File: src/logic/ballast_pkg.sv
package ballast_pkg;

  // ------------------------------------------------------------
  // Timing
  // ------------------------------------------------------------
  localparam int CLK_PERIOD_PS     = 8000;
  localparam int DEAD_TIME_PS      = 1500000;
  localparam int DEAD_CYCLES       = (DEAD_TIME_PS + CLK_PERIOD_PS - 1) / CLK_PERIOD_PS;
  // Default half period of the gate drive in run (about 45 kHz)
  localparam int RUN_HALF_CYCLES   = 1375;
  // Half period during preheat (about 68 kHz)
  localparam int PH_HALF_CYCLES    = 920;
  // Soft-start begins at this half period and rises by SOFT_STEP per low-side cycle
  localparam int SOFT_HALF_CYCLES  = 460;
  localparam int SOFT_STEP         = 4;
  // Ramp node model: 0 = grounded (preheat freq), max = run freq
  localparam int RAMP_W            = 10;
  localparam logic [9:0] RAMP_MAX  = 10'h3ff;
  localparam logic [9:0] RAMP_DIP  = 10'h010;

  // ------------------------------------------------------------
  // Event counting
  // ------------------------------------------------------------
  localparam int EVENT_LIMIT       = 60;
  localparam int EOL_LIMIT         = 60;
  localparam int CNT_W             = 7;
  localparam logic [6:0] CNT_RESET = 7'h00;

  // ------------------------------------------------------------
  // Modes
  // ------------------------------------------------------------
  typedef enum logic [5:0] {
    ST_LOCKOUT = 6'h01,
    ST_WARMUP  = 6'h02,
    ST_STRIKE  = 6'h04,
    ST_PRERUN  = 6'h08,
    ST_RUN     = 6'h10,
    ST_FAULT   = 6'h20
  } mode_t;

  // Comparator results from the analog front end
  typedef struct packed {
    logic supply_on;        // Supply above turn-on level
    logic supply_off;       // Supply below off level
    logic hs_supply_on;     // Floating supply above its on level
    logic bus_above_5v;     // Bus monitor above enable level
    logic bus_below_3v;     // Bus monitor below disable level
    logic sd_above_5v;      // Shutdown input above 5 V
    logic sd_below_3v;      // Shutdown input below 3 V
    logic eol_window_bad;   // Shutdown input outside 1 V..3 V
    logic cph_above_2_3;    // Preheat node above two thirds
    logic cph_above_1_2;    // Preheat node above one half
    logic cph_below_1_3;    // Preheat node below one third
    logic cs_above_1v2;     // Current sense above 1.2 V
  } sense_t;

  // Switch and regulation controls toward the analog side
  typedef struct packed {
    logic osc_enable;       // Oscillator running
    logic cph_ground;       // Preheat node held to ground
    logic cph_discharge;    // Fast discharge of preheat node
    logic ramp_ground;      // Ramp node held to ground
    logic ramp_dip;         // Slight ramp discharge pulse
  } ctrl_t;

endpackage

File: src/logic/gate_pair_driver.sv
`timescale 1ns/100ps
`default_nettype none
module gate_pair_driver #(
  parameter int DEAD = ballast_pkg::DEAD_CYCLES,
  parameter int HW   = 16
) (
  input  wire logic          mclk,       // System clock
  input  wire logic          reset_n,    // Synchronous reset
  input  wire logic          ce,         // Clock enable
  input  wire logic          run,        // Oscillate when high
  input  wire logic          hs_allow,   // High side may switch
  input  wire logic [HW-1:0] half_cyc,   // On-time per side
  output logic               lo_on,      // Low-side gate request
  output logic               ho_on,      // High-side gate request
  output logic               lo_cycle    // Pulse at low-side turn-off
);

  // ------------------------------------------------------------
  // Phase sequencer: low on, dead, high on, dead
  // ------------------------------------------------------------
  typedef enum logic [3:0] {
    PH_LO   = 4'h1,
    PH_DLH  = 4'h2,
    PH_HO   = 4'h4,
    PH_DHL  = 4'h8
  } phase_t;

  phase_t        phase_ff, nxt_phase;
  logic [HW-1:0] cnt_ff, nxt_cnt;
  logic          lo_ff, nxt_lo, ho_ff, nxt_ho, cyc_ff, nxt_cyc;

  // Equal on-times give 50% duty; dead time between every edge
  always_comb begin
    nxt_phase = phase_ff;
    nxt_cnt   = cnt_ff + 1'b1;
    nxt_cyc   = 1'b0;
    nxt_lo    = 1'b0;
    nxt_ho    = 1'b0;
    if (!run) begin
      nxt_phase = PH_DHL;
      nxt_cnt   = '0;
    end else begin
      case (phase_ff)
        PH_LO: begin
          nxt_lo = 1'b1;
          if (cnt_ff >= half_cyc - 1'b1) begin
            nxt_phase = PH_DLH;
            nxt_cnt   = '0;
            nxt_lo    = 1'b0;
            nxt_cyc   = 1'b1;
          end
        end
        PH_DLH: begin
          if (cnt_ff >= HW'(DEAD - 1)) begin
            nxt_phase = PH_HO;
            nxt_cnt   = '0;
            nxt_ho    = hs_allow;
          end
        end
        PH_HO: begin
          nxt_ho = hs_allow;
          if (cnt_ff >= half_cyc - 1'b1) begin
            nxt_phase = PH_DHL;
            nxt_cnt   = '0;
            nxt_ho    = 1'b0;
          end
        end
        default: begin
          if (cnt_ff >= HW'(DEAD - 1)) begin
            nxt_phase = PH_LO;
            nxt_cnt   = '0;
            nxt_lo    = 1'b1;
          end
        end
      endcase
    end
  end

  always_ff @(posedge mclk) begin
    if (!reset_n) begin
      phase_ff <= PH_DHL;
      cnt_ff   <= '0;
      lo_ff    <= 1'b0;
      ho_ff    <= 1'b0;
      cyc_ff   <= 1'b0;
    end else if (ce) begin
      phase_ff <= nxt_phase;
      cnt_ff   <= nxt_cnt;
      lo_ff    <= nxt_lo;
      ho_ff    <= nxt_ho;
      cyc_ff   <= nxt_cyc;
    end
  end

  assign lo_on    = lo_ff;
  assign ho_on    = ho_ff;
  assign lo_cycle = cyc_ff;

endmodule // gate_pair_driver
`default_nettype wire

File: src/logic/ballast_mode_sequencer.sv
// Function
// - Supply below turn-on: gates low, oscillator stopped, preheat node grounded.
// - Start low side only with supply on, bus above 5 V, shutdown below 3 V.
// - High side switches only once its floating supply is up.
// - Alternate outputs at 50% duty with 1.5 us dead time.
// - Preheat: release preheat node, ground ramp, soft-start falling to preheat rate.
// - Stay in preheat until preheat node passes two thirds, then ignite.
// - Preheat keeps over-current detection and 60-cycle counter enabled.
// - First two-thirds crossing: discharge preheat node to one third, then release.
// - Ignition releases ramp ground so frequency sweeps down to run.
// - Ignition: sense above 1.2 V dips ramp node each cycle.
// - Ignition ends into pre-run when preheat node reaches one half.
// - Pre-run: a single over-current event causes fault.
// - Second two-thirds crossing enters run, counter back on, regulation off.
// - Run: over-current count above 60 faults and latches gates low.
// - Window check and bus undervoltage reset active only in run.
// - Counter counts up per over-current cycle, down per clean cycle.
// - Over-current is qualified by the low-side drive being on.
// - Fault grounds both nodes; exits only on supply off or shutdown above 5 V.
// - Window violation faults only after about 60 low-side cycles.
`timescale 1ns/100ps
`default_nettype none
module ballast_mode_sequencer #(
  parameter int EVENTS = ballast_pkg::EVENT_LIMIT,
  parameter int HW     = 16
) (
  input  wire logic               mclk,           // 125 MHz clock
  input  wire logic               reset_n,        // Synchronous reset
  input  wire logic               ce,             // Clock enable
  input  wire ballast_pkg::sense_t sense_raw,     // Comparator pins
  output ballast_pkg::ctrl_t      ctrl,           // Analog switch controls
  output logic                    low_side_drive, // Low-side gate
  output logic                    high_side_drive,// High-side gate
  output ballast_pkg::mode_t      mode,           // Present mode
  output logic [ballast_pkg::RAMP_W-1:0] frequency_ramp_node // Ramp level
);

  localparam int SW = $bits(ballast_pkg::sense_t);

  // ------------------------------------------------------------
  // Pin synchronisers: three stages, change when last two agree
  // ------------------------------------------------------------
  logic [SW-1:0] s1_ff, s2_ff, s3_ff, flt_ff, nxt_flt;
  ballast_pkg::sense_t sn;

  always_comb begin
    nxt_flt = flt_ff;
    for (int i = 0; i < SW; i++) begin
      if (s2_ff[i] == s3_ff[i]) nxt_flt[i] = s3_ff[i];
    end
  end

  always_ff @(posedge mclk) begin
    if (!reset_n) begin
      s1_ff  <= '0;
      s2_ff  <= '0;
      s3_ff  <= '0;
      flt_ff <= '0;
    end else if (ce) begin
      s1_ff  <= sense_raw;
      s2_ff  <= s1_ff;
      s3_ff  <= s2_ff;
      flt_ff <= nxt_flt;
    end
  end

  assign sn = ballast_pkg::sense_t'(flt_ff);

  // ------------------------------------------------------------
  // Gate pair
  // ------------------------------------------------------------
  logic          osc_run, lo_on, ho_on, lo_cycle;
  logic [HW-1:0] half_cyc;

  gate_pair_driver #(.DEAD(ballast_pkg::DEAD_CYCLES), .HW(HW)) u_gates (
    .mclk     (mclk),
    .reset_n  (reset_n),
    .ce       (ce),
    .run      (osc_run),
    .hs_allow (sn.hs_supply_on),
    .half_cyc (half_cyc),
    .lo_on    (lo_on),
    .ho_on    (ho_on),
    .lo_cycle (lo_cycle)
  );

  // ------------------------------------------------------------
  // Mode machine, event counters, ramp and soft-start
  // ------------------------------------------------------------
  ballast_pkg::mode_t mode_ff, nxt_mode;
  logic [ballast_pkg::CNT_W-1:0] oc_cnt_ff, nxt_oc_cnt, eol_cnt_ff, nxt_eol_cnt;
  logic [ballast_pkg::RAMP_W-1:0] ramp_ff, nxt_ramp;
  logic [HW-1:0] soft_ff, nxt_soft;
  logic          oc_seen_ff, nxt_oc_seen;
  logic          dis_ff, nxt_dis;         // Preheat node fast discharge active
  logic          dip_ff, nxt_dip;
  logic          counting;
  logic [HW-1:0] ramp_half;

  // Over-current latched during low-side on-time of each cycle
  always_comb begin
    nxt_oc_seen = oc_seen_ff;
    if (lo_cycle) nxt_oc_seen = 1'b0;
    if (lo_on && sn.cs_above_1v2) nxt_oc_seen = 1'b1;
  end

  // Half period follows the ramp between preheat and run rates
  assign ramp_half = HW'(ballast_pkg::PH_HALF_CYCLES
                   + (((ballast_pkg::RUN_HALF_CYCLES - ballast_pkg::PH_HALF_CYCLES)
                       * int'(ramp_ff)) / int'(ballast_pkg::RAMP_MAX)));

  assign counting = (mode_ff == ballast_pkg::ST_WARMUP)
                 || (mode_ff == ballast_pkg::ST_RUN);

  always_comb begin
    nxt_mode    = mode_ff;
    nxt_oc_cnt  = oc_cnt_ff;
    nxt_eol_cnt = eol_cnt_ff;
    nxt_ramp    = ramp_ff;
    nxt_soft    = soft_ff;
    nxt_dis     = dis_ff;
    nxt_dip     = 1'b0;

    // Up/down counter clocked by low-side cycles, floor at zero
    if (lo_cycle && counting) begin
      if (oc_seen_ff || (lo_on && sn.cs_above_1v2))
        nxt_oc_cnt = oc_cnt_ff + 1'b1;
      else if (oc_cnt_ff != '0)
        nxt_oc_cnt = oc_cnt_ff - 1'b1;
    end

    case (mode_ff)
      ballast_pkg::ST_LOCKOUT: begin
        nxt_oc_cnt  = ballast_pkg::CNT_RESET;
        nxt_eol_cnt = ballast_pkg::CNT_RESET;
        nxt_ramp    = '0;
        nxt_dis     = 1'b0;
        nxt_soft    = HW'(ballast_pkg::SOFT_HALF_CYCLES);
        if (sn.supply_on && sn.bus_above_5v && sn.sd_below_3v)
          nxt_mode = ballast_pkg::ST_WARMUP;
      end
      ballast_pkg::ST_WARMUP: begin
        nxt_ramp = '0;
        // Soft-start half period stretches toward preheat rate
        if (lo_cycle && soft_ff < HW'(ballast_pkg::PH_HALF_CYCLES))
          nxt_soft = soft_ff + HW'(ballast_pkg::SOFT_STEP);
        if (sn.cph_above_2_3) begin
          nxt_mode = ballast_pkg::ST_STRIKE;
          nxt_dis  = 1'b1;
        end
        if (32'(oc_cnt_ff) >= EVENTS) nxt_mode = ballast_pkg::ST_FAULT;
      end
      ballast_pkg::ST_STRIKE: begin
        if (dis_ff && sn.cph_below_1_3) nxt_dis = 1'b0;
        // Dip on every over-current cycle; floor at zero rather than skip it
        if (lo_cycle && oc_seen_ff) begin
          nxt_ramp = ramp_ff - ballast_pkg::RAMP_DIP;
          if (ramp_ff <= ballast_pkg::RAMP_DIP) nxt_ramp = '0;
          nxt_dip  = 1'b1;
        end else if (lo_cycle && ramp_ff != ballast_pkg::RAMP_MAX)
          nxt_ramp = ramp_ff + 1'b1;
        if (!dis_ff && sn.cph_above_1_2)
          nxt_mode = ballast_pkg::ST_PRERUN;
      end
      ballast_pkg::ST_PRERUN: begin
        if (lo_cycle && ramp_ff != ballast_pkg::RAMP_MAX)
          nxt_ramp = ramp_ff + 1'b1;
        nxt_oc_cnt = ballast_pkg::CNT_RESET;
        if (lo_on && sn.cs_above_1v2)
          nxt_mode = ballast_pkg::ST_FAULT;
        else if (sn.cph_above_2_3)
          nxt_mode = ballast_pkg::ST_RUN;
      end
      ballast_pkg::ST_RUN: begin
        nxt_ramp = ballast_pkg::RAMP_MAX;
        if (lo_cycle) begin
          if (sn.eol_window_bad) nxt_eol_cnt = eol_cnt_ff + 1'b1;
          else nxt_eol_cnt = ballast_pkg::CNT_RESET;
        end
        if (32'(oc_cnt_ff) > EVENTS)
          nxt_mode = ballast_pkg::ST_FAULT;
        else if (32'(eol_cnt_ff) >= ballast_pkg::EOL_LIMIT)
          nxt_mode = ballast_pkg::ST_FAULT;
        else if (sn.bus_below_3v)
          nxt_mode = ballast_pkg::ST_LOCKOUT;
      end
      ballast_pkg::ST_FAULT: begin
        nxt_ramp = '0;
        nxt_dis  = 1'b0;
        if (sn.supply_off || sn.sd_above_5v)
          nxt_mode = ballast_pkg::ST_LOCKOUT;
      end
      default: nxt_mode = ballast_pkg::ST_LOCKOUT;
    endcase

    // Supply loss overrides every mode but fault, which waits for the off level
    if (!sn.supply_on && mode_ff != ballast_pkg::ST_FAULT)
      nxt_mode = ballast_pkg::ST_LOCKOUT;
  end

  always_ff @(posedge mclk) begin
    if (!reset_n) begin
      mode_ff    <= ballast_pkg::ST_LOCKOUT;
      oc_cnt_ff  <= ballast_pkg::CNT_RESET;
      eol_cnt_ff <= ballast_pkg::CNT_RESET;
      ramp_ff    <= '0;
      soft_ff    <= HW'(ballast_pkg::SOFT_HALF_CYCLES);
      oc_seen_ff <= 1'b0;
      dis_ff     <= 1'b0;
      dip_ff     <= 1'b0;
    end else if (ce) begin
      mode_ff    <= nxt_mode;
      oc_cnt_ff  <= nxt_oc_cnt;
      eol_cnt_ff <= nxt_eol_cnt;
      ramp_ff    <= nxt_ramp;
      soft_ff    <= nxt_soft;
      oc_seen_ff <= nxt_oc_seen;
      dis_ff     <= nxt_dis;
      dip_ff     <= nxt_dip;
    end
  end

  // Oscillator only in the switching modes; fault latches gates low
  assign osc_run  = (mode_ff == ballast_pkg::ST_WARMUP) || (mode_ff == ballast_pkg::ST_STRIKE)
                 || (mode_ff == ballast_pkg::ST_PRERUN) || (mode_ff == ballast_pkg::ST_RUN);
  assign half_cyc = (mode_ff == ballast_pkg::ST_WARMUP) ? soft_ff : ramp_half;

  // ------------------------------------------------------------
  // Output registers
  // ------------------------------------------------------------
  ballast_pkg::ctrl_t ctrl_ff, nxt_ctrl;
  logic               lo_q_ff, ho_q_ff;

  always_comb begin
    nxt_ctrl.osc_enable    = (nxt_mode != ballast_pkg::ST_LOCKOUT)
                          && (nxt_mode != ballast_pkg::ST_FAULT);
    nxt_ctrl.cph_ground    = (nxt_mode == ballast_pkg::ST_LOCKOUT)
                          || (nxt_mode == ballast_pkg::ST_FAULT);
    nxt_ctrl.cph_discharge = nxt_dis;
    nxt_ctrl.ramp_ground   = (nxt_mode == ballast_pkg::ST_WARMUP)
                          || (nxt_mode == ballast_pkg::ST_LOCKOUT)
                          || (nxt_mode == ballast_pkg::ST_FAULT);
    nxt_ctrl.ramp_dip      = nxt_dip && (nxt_mode == ballast_pkg::ST_STRIKE);
  end

  always_ff @(posedge mclk) begin
    if (!reset_n) begin
      ctrl_ff <= '{osc_enable: 1'b0, cph_ground: 1'b1, cph_discharge: 1'b0,
                   ramp_ground: 1'b1, ramp_dip: 1'b0};
      lo_q_ff <= 1'b0;
      ho_q_ff <= 1'b0;
    end else if (ce) begin
      ctrl_ff <= nxt_ctrl;
      lo_q_ff <= lo_on && osc_run;
      ho_q_ff <= ho_on && osc_run && !lo_on;
    end
  end

  assign ctrl                = ctrl_ff;
  assign low_side_drive      = lo_q_ff;
  assign high_side_drive     = ho_q_ff;
  assign mode                = mode_ff;
  assign frequency_ramp_node = ramp_ff;

endmodule // ballast_mode_sequencer
`default_nettype wire

File: config.mk
export PLATFORM = sky130hd
export DESIGN_NAME = ballast_mode_sequencer
export DESIGN_NICKNAME = d
export VERILOG_FILES = /design/src/logic/ballast_pkg.sv /design/src/logic/gate_pair_driver.sv /design/src/logic/ballast_mode_sequencer.sv
export SDC_FILE = /design/constraint.sdc
export NUM_CORES = 1
export LEC_CHECK = 0
export BUFFER_PORTS_ARGS = -buffer_cell sky130_fd_sc_hd__buf_2
export CAP_MARGIN = 20
export CORE_ASPECT_RATIO = 0.8
export CORE_UTILIZATION = 50
export DETAILED_ROUTE_END_ITERATION = 10
export GPL_TIMING_DRIVEN = 0
export PLACE_DENSITY_LB_ADDON = 0.1
export SETUP_SLACK_MARGIN = 0.2
export SYNTH_ARGS = -nofsm -noshare
export SYNTH_HDL_FRONTEND = slang
export SYNTH_SLANG_ARGS = --single-unit
File: constraint.sdc
create_clock -name mclk -period 14.4 [get_ports mclk]
set_input_delay 1.44 -clock mclk [delete_from_list [all_inputs] [get_ports mclk]]
set_output_delay 1.44 -clock mclk [all_outputs]
set_load 0.02 [all_outputs]
==> results.md, run 1 <==
- The clock-pin slew on the worst setup and hold paths is 0.06 ns.
- From synthesis to final layout, the design area changed by 31.1%.
- In the final layout, the share of cells above drive strength 1 is 0.268.
- The endpoint kind of the worst setup timing path is a flip-flop.
- The power share of the clock group is 0.452.
- Of the total power, the share spent switching nets is 0.291.
- After synthesis, the mean cell area works out to 7.79 sq um.
- Yosys printed 0 warnings.
- The most common library cell in the layout ignoring fill and taps is nor2_1.
- The proportion of power drawn by flip-flops and latches is 0.351.
- Entering global routing, the biggest net connects 17 pins.
- In this design, the stage delay of the slowest critical-path cell is 0.56 ns.
- In the final routed layout, each cell accounts on average for 19.0 um.
- The power per unit of standard cell area is 63.7 nW/um^2.
- The routability congestion estimate from global placement is 0.909.
- The number of buffers created by CTS is 17.
- The worst-case IR drop observed on VDD is 77.7 uV.
- The net count of the finished layout is 1,847.
- Data arrives at the worst endpoint at 14.28 ns.
- The clock passes through at most 2 buffers.
- Leaving out fill and tap cells, the most frequent cells in the layout are nor2_1 (143), nand2_1 (138), buf_4 (135), dfxtp_1 (113), a21oi_1 (104).
- The number of optimization iterations in the first detailed-route pass is 6.
- In this run the standard cell core region covers 23,400 sq um.
- The number of global-route vias before repair was 11,012.
- The startpoint-to-endpoint class of the critical path is reg -> reg.
- After global routing the overflow that remains totals 0.
- Between clock sinks in the finished design, the worst skew comes to 0.0151 ns.
- The TritonCTS clock tree is built.
- The number of violations reported at the end of detailed-routing iteration 0 is 1,229.
- The placed standard-cell area is 12,500 sq um.
- The final non-filler cell area is 15,600 sq um.
- The synthesized design contains 0 enable-type register cells.
- The number of nets in the synthesized netlist is 1,653.
- The total number of vias is 12,987.
- Setup violations remaining at the end of the flow were counted as 0.
- The path class of the tightest hold or removal check is reg -> reg.
- The peak fanout along the critical path is 8.
- The total standard cell area after synthesis is 11,900 sq um.
- Across the run, the number of max-cap violations was 0.
- The number of pins with negative max-slew slack in the final report was 0.
- The count of final hold-check violations is 0.
- The worst setup path is launched from a flip-flop.
- The net switching power is 0.289 mW.
- The initial utilization of the core area, before any placement, comes to 0.508.
- The share of async-settable or async-resettable flops after synthesis is 0.
- The initial antenna violation count was 0.
- The cell seen most often among critical-path stages is buf_4.
- The floorplan step set the die width to 174 um.
- The required time at the endpoint of the critical path is 14.75 ns.
- Subtracting the final worst setup slack from the clock period gives 13.94 ns.
- At the later pin of the worst-skew pair, clock insertion delay measures 0.43 ns.
- The slowest library cell on the worst path is or4b_4.
- The clock net in this run drives a total of 123 sinks.
- The count of hold buffers inserted by post-cts repair is 0.
- The count of distinct cell types in the synthesized netlist is 111.
- For this run, the register share of the synthesized area comes to 0.207.
- Timing would allow up to 71.8 MHz.
- The prevailing post-synth register cell is dfxtp_1.
- The number of antenna diodes in the final layout is 0.
- The first global-routing pass estimated 57.7 mm of wire.
- In this run the count of I/O pins placed on the die edge is 38.
- The post-synthesis cell count is 1,527.
- The worst setup margin is 0.465 ns.
- OpenSTA, run right after detailed placement, puts the worst setup slack at -1.91 ns.
- The run finished with clean final reports.
- The count of buffers added on input and output ports is 36.
- The die area is 24,400 sq um.
- The post-DP HPWL is 26.3 mm.
- Measured along the y axis, the die boundary spans 140 um.
- For this run, design rule violations remaining after detail routing come to 0.
- The synthesized flop and latch total is 123.
- At the pin with the least slew margin, the transition time is 1.05 ns.
- The antenna violation net count after detailed routing is 0.
- Dividing the detail-routed via count by the number of cells gives 6.35.
- The final critical-path share of the clock period is 0.968.
- At the end of the flow the core is filled with cells to 0.667.
- The clock root buffer is clkbuf_16.
- The level count of the clock H-tree is 4.
- The total internal power is 0.704 mW.
- The overall track demand over capacity in global routing is 0.289.
- The initialized floorplan defines 50 standard-cell rows.
- After detailed routing, the total wire length is 38.9 mm.
- The share of total power dissipated in combinational logic is 0.197.
- Headroom to the max-slew limit came out at 0.299.
- The leakage power total is 6.42 nW.
[power by group through the flow]
stage,Combinational [mW],Clock [mW],Sequential (mW)
floorplan,0.105,0,0.357
global placement,0.139,0,0.358
detailed placement,0.140,0,0.358
CTS,0.156,0.455,0.349
global route,0.209,0.472,0.349
finish,0.196,0.449,0.349
[registers in the layout, summed over array words and instances (netlist names)]
name and flops:
low_side_drive 1, flt_ff 12, eol_cnt_ff 7, u_gates.phase_ff 4
u_gates.lo_cycle 1, frequency_ramp_node 10, ctrl 5, soft_ff 14
oc_cnt_ff 7, s1_ff 12, u_gates.cnt_ff 16, high_side_drive 1
s3_ff 12, u_gates.ho_on 1, mode 6, s2_ff 12
oc_seen_ff 1, u_gates.lo_on 1
[logic make-up (layout without fill, tap and decap cells)]
kind of cell / after synthesis / in the layout / synth area share
buf+inv: 127 / 334 / 0.0437
fa+ha+maj: 113 / 113 / 0.131
xor+xnor: 78 / 78 / 0.0615
mux: 42 / 42 / 0.0356
compound gates: 442 / 442 / 0.253
simple gates: 602 / 602 / 0.268
flops: 123 / 123 / 0.207
[layer usage]
layer	share of wire	vias to the layer above	global-route usage
met5	0	-	0
met2	0.43	612	0.422
met1	0.47	6247	0.441
met3	0.080	93	0.0516
met4	0.018	0	0.0512
li1	-	6035	-
[metrics by stage]
stage          hold slack [ns]  TNS (ns)  power [mW]  std cells
6_report                 0.452         0       0.993       2046
5_1_grt                  0.460     -3.39        1.03       2046
4_1_cts                  0.452         0       0.960       1942
3_5_place_dp             0.437    -37.46       0.498       1875
3_3_place_gp             0.432    -32.92       0.497       1875
2_1_floorplan            0.436         0       0.462       1527
[cell usage after synthesis, types with 12 or more instances]
| master | n | area, sq um |
|---|---|---|
| o31ai_1 | 14 | 105 |
| a21o_1 | 24 | 180 |
| nand2_1 | 141 | 529 |
| mux2i_1 | 40 | 400 |
| o21a_1 | 12 | 90.1 |
| xor2_1 | 29 | 254 |
| fa_1 | 19 | 380 |
| nand4b_1 | 12 | 105 |
| buf_2 | 12 | 60.1 |
| and3_1 | 30 | 188 |
| clkbuf_1 | 38 | 143 |
| nand4_1 | 23 | 144 |
| nand3_1 | 59 | 295 |
| ha_1 | 92 | 1150 |
| nand2b_1 | 16 | 100 |
| a31oi_1 | 23 | 144 |
| or3_1 | 13 | 81.3 |
| and2_1 | 24 | 150 |
| dfxtp_1 | 123 | 2460 |
| xnor2_1 | 44 | 385 |
| o21ai_0 | 88 | 440 |
| inv_1 | 62 | 233 |
| nor3_1 | 45 | 225 |
| a21oi_1 | 122 | 611 |
| o21ai_1 | 14 | 70.1 |
| nor2_1 | 150 | 563 |
[critical path: cells and delay by family (launching register included)]
family / cells / cell delay (ns)
simple gates: 25 / 5.05
compound gates: 25 / 3.88
fa+ha+maj: 8 / 2.52
buf+inv: 14 / 1.77
flops: 1 / 0.38
xor+xnor: 1 / 0.24
[cell type report]
class / count / area [sq um]
Sequential cell: 123 / 2500
Buffer: 62 / 354
Multi-Input combinational cell: 1277 / 10200
Clock buffer: 20 / 457
Inverter: 65 / 269
Tap cell: 312 / 390
Timing Repair Buffer: 175 / 1240
Fill cell: 1923 / 7800
Clock inverter: 12 / 161
[path summary, 6_finish.rpt]
kind | startpoint | to | slack [ns] | cells after the start
max | frequency_ramp_node[6]$_SDFFE_PN0P_ | u_gates.cnt_ff[15]$_SDFFE_PN0P_ | 0.46 | 73
min | ctrl[4]$_SDFFE_PN0P_ | ctrl[4]$_SDFFE_PN0P_ | 0.45 | 1
max reg2reg | frequency_ramp_node[6]$_SDFFE_PN0P_ | u_gates.cnt_ff[15]$_SDFFE_PN0P_ | 0.46 | 73
min reg2reg | ctrl[4]$_SDFFE_PN0P_ | ctrl[4]$_SDFFE_PN0P_ | 0.45 | 1
[what timing repair did]
item / CTS / global route
endpoints found under the setup margin: 23 / 23
resized for setup: 120 / 192
setup buffers: 35 / 101
hold endpoints to repair: 0 / 0
pin swaps: 37 / 107
gates cloned: 0 / 3
(Power assumes the default switching activity.)
==> run 2, diff against run 1 <==
- SYNTH_HIERARCHICAL: not set -> 1
==> results.md, run 2 <==
- The worst hold path terminates at u_gates/ho_on$_SDFFE_PN0P_.
- After synthesis, the mean cell area works out to 8.00 sq um.
- The floorplan step defined a die boundary enclosing 24,600 sq um.
- The setup check on the worst reg-to-reg path leaves a slack of 0.70 ns.
- The worst setup path is launched from a flip-flop.
- Global routing finished with a remaining overflow of 0.
- The worst hold path depth is 1.
- Dividing the final minimum period by the clock period gives 0.951.
- The via density per instance is 6.16.
- The flip-flop count of the largest register, all copies and words added is 16.
- The largest individual stage delay along the critical path comes from the cell fa_1.
- Counting every net in the synthesized netlist gives 1,626.
- The pre-CTS setup slack is -0.616 ns.
- The pin count of the biggest net entering global routing is 17.
- The peak clock frequency supported by timing is 73.0 MHz.
- CTS built an H-tree with a depth of 4.
- Counting the buffers created by CTS gives 17.
- The number of I/O port buffers is 37.
- The logic depth of the worst register-to-register path is 55.
- The fraction of final layout cells sized beyond drive strength 1 is 0.196.
- The largest register by flop count is u_gates/cnt_ff.
- The number of ports placed on the die boundary is 38.
- The number of antenna repair diodes is 0.
- The synthesized flop and latch total is 123.
- The worst setup path is of the reg -> reg kind.
- The wire length per cell after detailed routing is 17.9 um.
- The clock passes through at most 2 buffers.
- The most instantiated library cell after synthesis is nand2_1.
- The start point of the critical path is frequency_ramp_node[2]$_SDFFE_PN0P_.
- The power per unit of standard cell area is 89.6 nW/um^2.
- The global-route wire length before repair is 55.6 mm.
- The clock root buffer is clkbuf_16.
- After floorplanning, the core was sized to cover 23,500 sq um.
- The share of async-settable or async-resettable flops after synthesis is 0.
- The worst setup margin is 0.705 ns.
- The count of distinct cell types in the synthesized netlist is 125.
- The transition time of the tightest slew-check pin is 1.01 ns.
- The worst-case clock skew is 0.00910 ns.
- The most used flip-flop cell after synthesis is dfxtp_1.
- The run finished with clean final reports.
- The data arrival time of the critical path is 14.04 ns.
- Counting the fill cells in the layout gives 2,120.
- The net count of the finished layout is 1,726.
- The required time at the endpoint of the critical path is 14.75 ns.
- The number of global-route vias before repair is 10,455.
- The worst setup path is captured at a flip-flop.
- The share of synthesized area in the top cell type comes to 0.205.
- By count the netlist is led by nand2_1 (146), dfxtp_1 (123), nor2_1 (112).
- For this run, design rule violations remaining after detail routing come to 0.
- The peak fanout along the critical path is 10.
- From synthesis to final layout, the design area changed by 19.8%.
- The post-DP HPWL is 25.6 mm.
- The delay contributed by the slowest stage of the critical path is 0.54 ns.
- The max-cap violation count is 0.
- The clock latency at the later pin of the worst-skew pair is 0.42 ns.
- In the final layout, the registers with the most flip-flops are u_gates/cnt_ff x16, soft_ff x14.
- The cell count after placement is 1,850.
- After synthesis, the cell types taking the most area are dfxtp_1 (21%), ha_1 (9.6%), nand2_1 (4.6%).
- TritonCTS built the clock tree.
- After synthesis the cells add up to 12,000 sq um.
- Setup violations remaining at the end of the flow were counted as 0.
- Leaving out filler cells and counting taps, the final layout contains 1,925.
- The first detailed-routing pass took 5 iterations.
- The number of violations reported at the end of detailed-routing iteration 0 is 1,126.
- The start point of the worst hold path is u_gates/ho_on$_SDFFE_PN0P_.
- The count of final hold-check violations is 0.
- The clock sink count is 123.
- IR analysis of the VDD net gives a maximum drop of 96.1 uV.
- In this run the static leakage power is 5.82 nW.
- The total wirelength of the detailed-routed design is 34.4 mm.
- In this run the horizontal extent of the chip is 175 um.
- The capture instance of the worst register-to-register path is u_gates/phase_ff[1]$_SDFFE_PN0P_.
- The effective utilization at floorplan is 0.511.
- The antenna violation net count after detailed routing is 0.
- The total number of vias is 11,861.
- The floorplan step set the die height to 141 um.
- The worst slew slack as a fraction of its limit is 0.319.
- Clock-pin slew was measured on the worst setup and hold paths at 0.06 ns.
- For this run, the number of Yosys warnings is 6.
- The number of rows in the core area is 50.
- The final critical path time including I/O delays and setup is 13.70 ns.
- The post-synthesis cell count is 1,500.
- The top cell type by total area after synthesis is dfxtp_1.
- The worst register-to-register path begins at frequency_ramp_node[2]$_SDFFE_PN0P_.
- Leaving out fill and tap cells, the most frequent cells in the layout are nand2_1 (140), dfxtp_1 (114), nor2_1 (104), ha_1 (89), o21ai_0 (87).
- The initial antenna violation count is 0.
- Across every metal layer, demand over resource in global routing totals 0.276.
- At the end of routability-driven placement, the weighted congestion stood at 0.916.
- The most common library cell in the layout ignoring fill and taps is nand2_1.
- The number of pins with negative max-slew slack in the final report is 0.
- The sequential cell area fraction in the yosys report is 0.205.
- The tightest min-delay check is of the reg -> reg type.
- In this design, the critical path's most frequently occurring cell is inv_1.
- In this run, synthesis inferred 0 flip-flops with an integrated enable.
- Setup repair after global routing left no endpoint under its margin.
-- run 2: how the worst max path moves through the flow --
stage                                  endpoint  slack, ns  cells after the start
3_3_place_gp   u_gates/phase_ff[3]$_SDFFE_PN1P_      -0.40                     53
4_1_cts        u_gates/phase_ff[3]$_SDFFE_PN1P_       0.25                     54
6_report       u_gates/phase_ff[1]$_SDFFE_PN0P_       0.70                     55
3_5_place_dp   u_gates/phase_ff[3]$_SDFFE_PN1P_      -0.62                     53
2_1_floorplan  u_gates/phase_ff[1]$_SDFFE_PN0P_       1.36                     55
5_1_grt         u_gates/cnt_ff[10]$_SDFFE_PN0P_       0.03                     56
-- run 2: what timing repair did --
item                       in CTS  in global routing
setup endpoints to repair      23                 23
setup buffers                   7                 35
resized for setup              28                134
pin swaps                       5                 38
hold buffers                    0                  0
-- run 2: worst max-delay path, delay by kind of cell (launching register included) --
family	cells	cell delay, ns
AND/OR/NAND/NOR	16	3.73
AO/OA/AOI/OAI	21	5.42
buffers and inverters	8	0.87
XOR/XNOR	2	0.33
flip-flops	1	0.39
adder cells (fa/ha/maj)	8	2.84
-- run 2: power by group --
| group | switching, mW | internal, mW |
|---|---|---|
| Clock | 0.180 | 0.261 |
| Sequential | 0.00863 | 0.347 |
| Combinational | 0.301 | 0.191 |
| Total | 0.490 | 0.798 |
-- run 2: final cells by class --
| type | instances | area, sq um | share of cell area |
|---|---|---|---|
| repair buffers | 81 | 551 | 0.0383 |
| well taps | 312 | 390 | 0.0272 |
| multi-input cells | 1256 | 9810 | 0.682 |
| clock buffers | 17 | 425 | 0.0296 |
| inverters | 70 | 270 | 0.0188 |
| plain buffers | 51 | 268 | 0.0186 |
| clock inverters | 15 | 173 | 0.0120 |
| flip-flops and latches | 123 | 2490 | 0.173 |
-- run 2: kinds of logic (layout without fill, tap and decap cells) --
kind of cell,count (synthesis),after routing,synth area share
buf+inv,121,234,0.0425
flops,123,123,0.205
simple gates,587,587,0.262
compound gates,433,433,0.263
fa+ha+maj,115,115,0.131
mux,48,48,0.0412
xor+xnor,73,73,0.0545
-- run 2: stage by stage --
step | power (mW) | utilization | TNS (ns) | instance area [sq um] | hold slack (ns)
after floorplan | 0.671 | - | 0 | 12000 | 0.442
after global placement | 0.754 | 0.536 | -8.02 | 12600 | 0.454
after detailed placement | 0.759 | 0.536 | -12.86 | 12600 | 0.468
after CTS | 1.21 | 0.570 | 0 | 13400 | 0.482
after global routing | 1.36 | 0.613 | 0 | 14400 | 0.507
final | 1.29 | 0.613 | 0 | 14400 | 0.481
-- run 2: layer usage --
metal	up-vias	GRT usage	wire (um)
li1	5770	-	-
met1	5657	0.436	17500
met2	396	0.394	14600
met3	38	0.0391	1930
met4	0	0.0462	353
met5	-	0	0
==> run 3, diff against run 2 <==
- MAX_ROUTING_LAYER: not set -> met4
==> results.md, run 3 (synthesized netlist as in run 2, its figures left out) <==
- The filler cells instantiated in the layout total 2,090.
- The max-cap violation count is 0.
- The final non-filler cell area is 14,500 sq um.
- The final global-route overflow total is 0.
- The number of violations reported at the end of detailed-routing iteration 0 is 1,098.
- Entering global routing, the biggest net connects 17 pins.
- The min-delay analysis places its worst path in the category reg -> reg.
- The final layout contains 1,737 nets.
- Of the available clock period, the critical path in the final layout requires 0.953.
- On the worst path, the slowest cell contributes a delay of 0.53 ns.
- The most common library cell in the layout ignoring fill and taps is nand2_1.
- The area growth from synthesis to layout is 20.5%.
- In this run the static leakage power is 5.87 nW.
- The worst hold margin is 0.483 ns.
- From bottom edge to top edge, the die measures 141 um.
- The library cells used most frequently in the layout, excluding fill and tap cells, are nand2_1 (141), dfxtp_1 (113), nor2_1 (103), ha_1 (88), o21ai_0 (85).
- At the worst endpoint, the required time is 14.75 ns.
- Along the worst path, the maximum fanout reaches 9.
- Setup slack on the critical path of the routed design comes to 0.670 ns.
- In the final routed layout, each cell accounts on average for 17.9 um.
- Tracing the worst setup path back leads to its startpoint at frequency_ramp_node[8]$_SDFFE_PN0P_.
- Clock-pin slew was measured on the worst setup and hold paths at 0.06 ns.
- The level count of the clock H-tree is 4.
- The initial antenna violation count is 0.
- The first global-routing pass estimated 54.4 mm of wire.
- The HPWL after detailed placement is 25.6 mm.
- The slowest library cell on the worst path is or4_4.
- The number of remaining DRC errors is 0.
- For the pin with the worst max-slew slack, the measured transition is 0.905 ns.
- The count of final hold-check violations is 0.
- The largest registers in the layout are u_gates/cnt_ff x16, soft_ff x14.
- The antenna violation net count after detailed routing is 0.
- The worst slew slack as a fraction of its limit is 0.392.
- The overall track demand over capacity in global routing is 0.280.
- Dividing the detail-routed via count by the number of cells gives 6.18.
- For this block, the via count after detailed routing is 11,952.
- TritonCTS built the clock tree.
- u_gates/cnt_ff holds more flip-flops than any other register.
- The data arrival time of the critical path is 14.08 ns.
- The run finished with clean final reports.
- The cell family contributing the most delay on the critical path is compound AO/OA/AOI/OAI gates.
- The routability congestion estimate from global placement is 0.917.
- In this run the clock root is driven by a clkbuf_16.
- The initial utilization of the core area, before any placement, comes to 0.511.
- The count of buffers added on input and output ports is 37.
- The finished layout holds 1,935 standard cells, fillers aside.
- The die span in x is 175 um.
- The worst register-to-register path has a depth of 56.
- In this run the standard cell core region covers 23,500 sq um.
- The number of buffers and inverters on the critical path is 9.
- For the worst-skew pair, the clock arrives at the later sink with an insertion delay of 0.42 ns.
- The fraction of final layout cells sized beyond drive strength 1 is 0.205.
- The number of antenna repair diodes is 0.
- Pin placement for this block handled 38 I/O pins.
- The final critical path time including I/O delays and setup is 13.73 ns.
- The startpoint-to-endpoint class of the critical path is reg -> reg.
- Power spread over the standard cell area amounts to 90.4 nW/um^2.
- The start point of the worst hold path is s2_ff[2]$_SDFFE_PN0P_.
- The number of buffers created by CTS is 17.
- For this run, the top clock speed supported by timing is 72.8 MHz.
- The placed standard-cell area is 12,600 sq um.
- The startpoint identified for the worst register-to-register timing path is frequency_ramp_node[8]$_SDFFE_PN0P_.
- The critical path runs through a total of 56 cells.
- Once placement completed, the tool counted placed cells totaling 1,850.
- Across the VDD grid, the largest voltage drop is 79.9 uV.
- The endpoint kind of the worst setup timing path is a flip-flop.
- The maximum buffer depth of the clock tree is 2.
- The number of pins with negative max-slew slack in the final report was 0.
- The type of element launching the critical path is a flip-flop.
- The clock sink count is 123.
- The worst hold path depth is 2.
- The routed design has 34.7 mm of wire.
- Row generation in the floorplan step produced 50 rows.
- The number of global-route vias before repair is 10,332.
- The floorplan step defined a die boundary enclosing 24,600 sq um.
- The pre-CTS setup slack is -0.604 ns.
- The worst-case clock skew is 0.00777 ns.
- The final-report setup violation count is 0.
- Before antenna repair, the detailed router went through 5 iterations.
- The register with the most flip-flops in the layout has 16 of them.
-- run 3: routing by layer --
layer | part of all wire | wire [um] | vias to the layer above | global-route usage
met5 | 0 | 0 | - | -
met4 | 0.011 | 380 | 0 | 0.0522
met1 | 0.51 | 17700 | 5717 | 0.428
met2 | 0.42 | 14700 | 396 | 0.390
li1 | - | - | 5792 | -
met3 | 0.055 | 1920 | 47 | 0.0309
-- run 3: tightest hold or removal path, delay by kind of cell (launching register included) --
kind,cells,cell delay [ns]
and+or+nand+nor,1,0.05
AOI/OAI and AO/OA,1,0.06
DFF,1,0.32
-- run 3: area by class of cell --
type,count,area [sq um],area share
multi-input combinational,1256,9800,0.678
sequential,123,2490,0.172
timing repair buffer,92,608,0.0421
clock buffer,17,425,0.0294
tap,312,390,0.0270
inverter,70,270,0.0187
buffer,51,268,0.0185
clock inverter,14,196,0.0136
-- run 3: per-stage QoR --
step / TNS, ns / utilization / total power [mW]
finish: 0 / 0.616 / 1.31
global route: -0.00123 / 0.616 / 1.37
CTS: 0 / 0.573 / 1.24
detailed placement: -12.65 / 0.536 / 0.760
global placement: -8.59 / 0.536 / 0.754
floorplan: 0 / - / 0.671
-- run 3: path summary, 6_finish.rpt --
path	to	slack [ns]
worst max-delay path	u_gates/phase_ff[1]$_SDFFE_PN0P_	0.67
worst min-delay path	flt_ff[2]$_SDFFE_PN0P_	0.48
worst min register to register	flt_ff[2]$_SDFFE_PN0P_	0.48
worst max register to register	u_gates/phase_ff[1]$_SDFFE_PN0P_	0.67
-- run 3: where the power goes --
group          total (mW)  internal (mW)  switching [mW]
Sequential          0.356          0.347         0.00849
Combinational       0.494          0.192           0.302
Clock               0.457          0.290           0.167
Total                1.31          0.829           0.478
-- run 3: timing repair --
item	4_1_cts	5_1_grt
gates resized for setup	32	136
setup endpoints to repair	23	23
pin swaps	6	42
buffers inserted	8	45
hold buffers	0	0
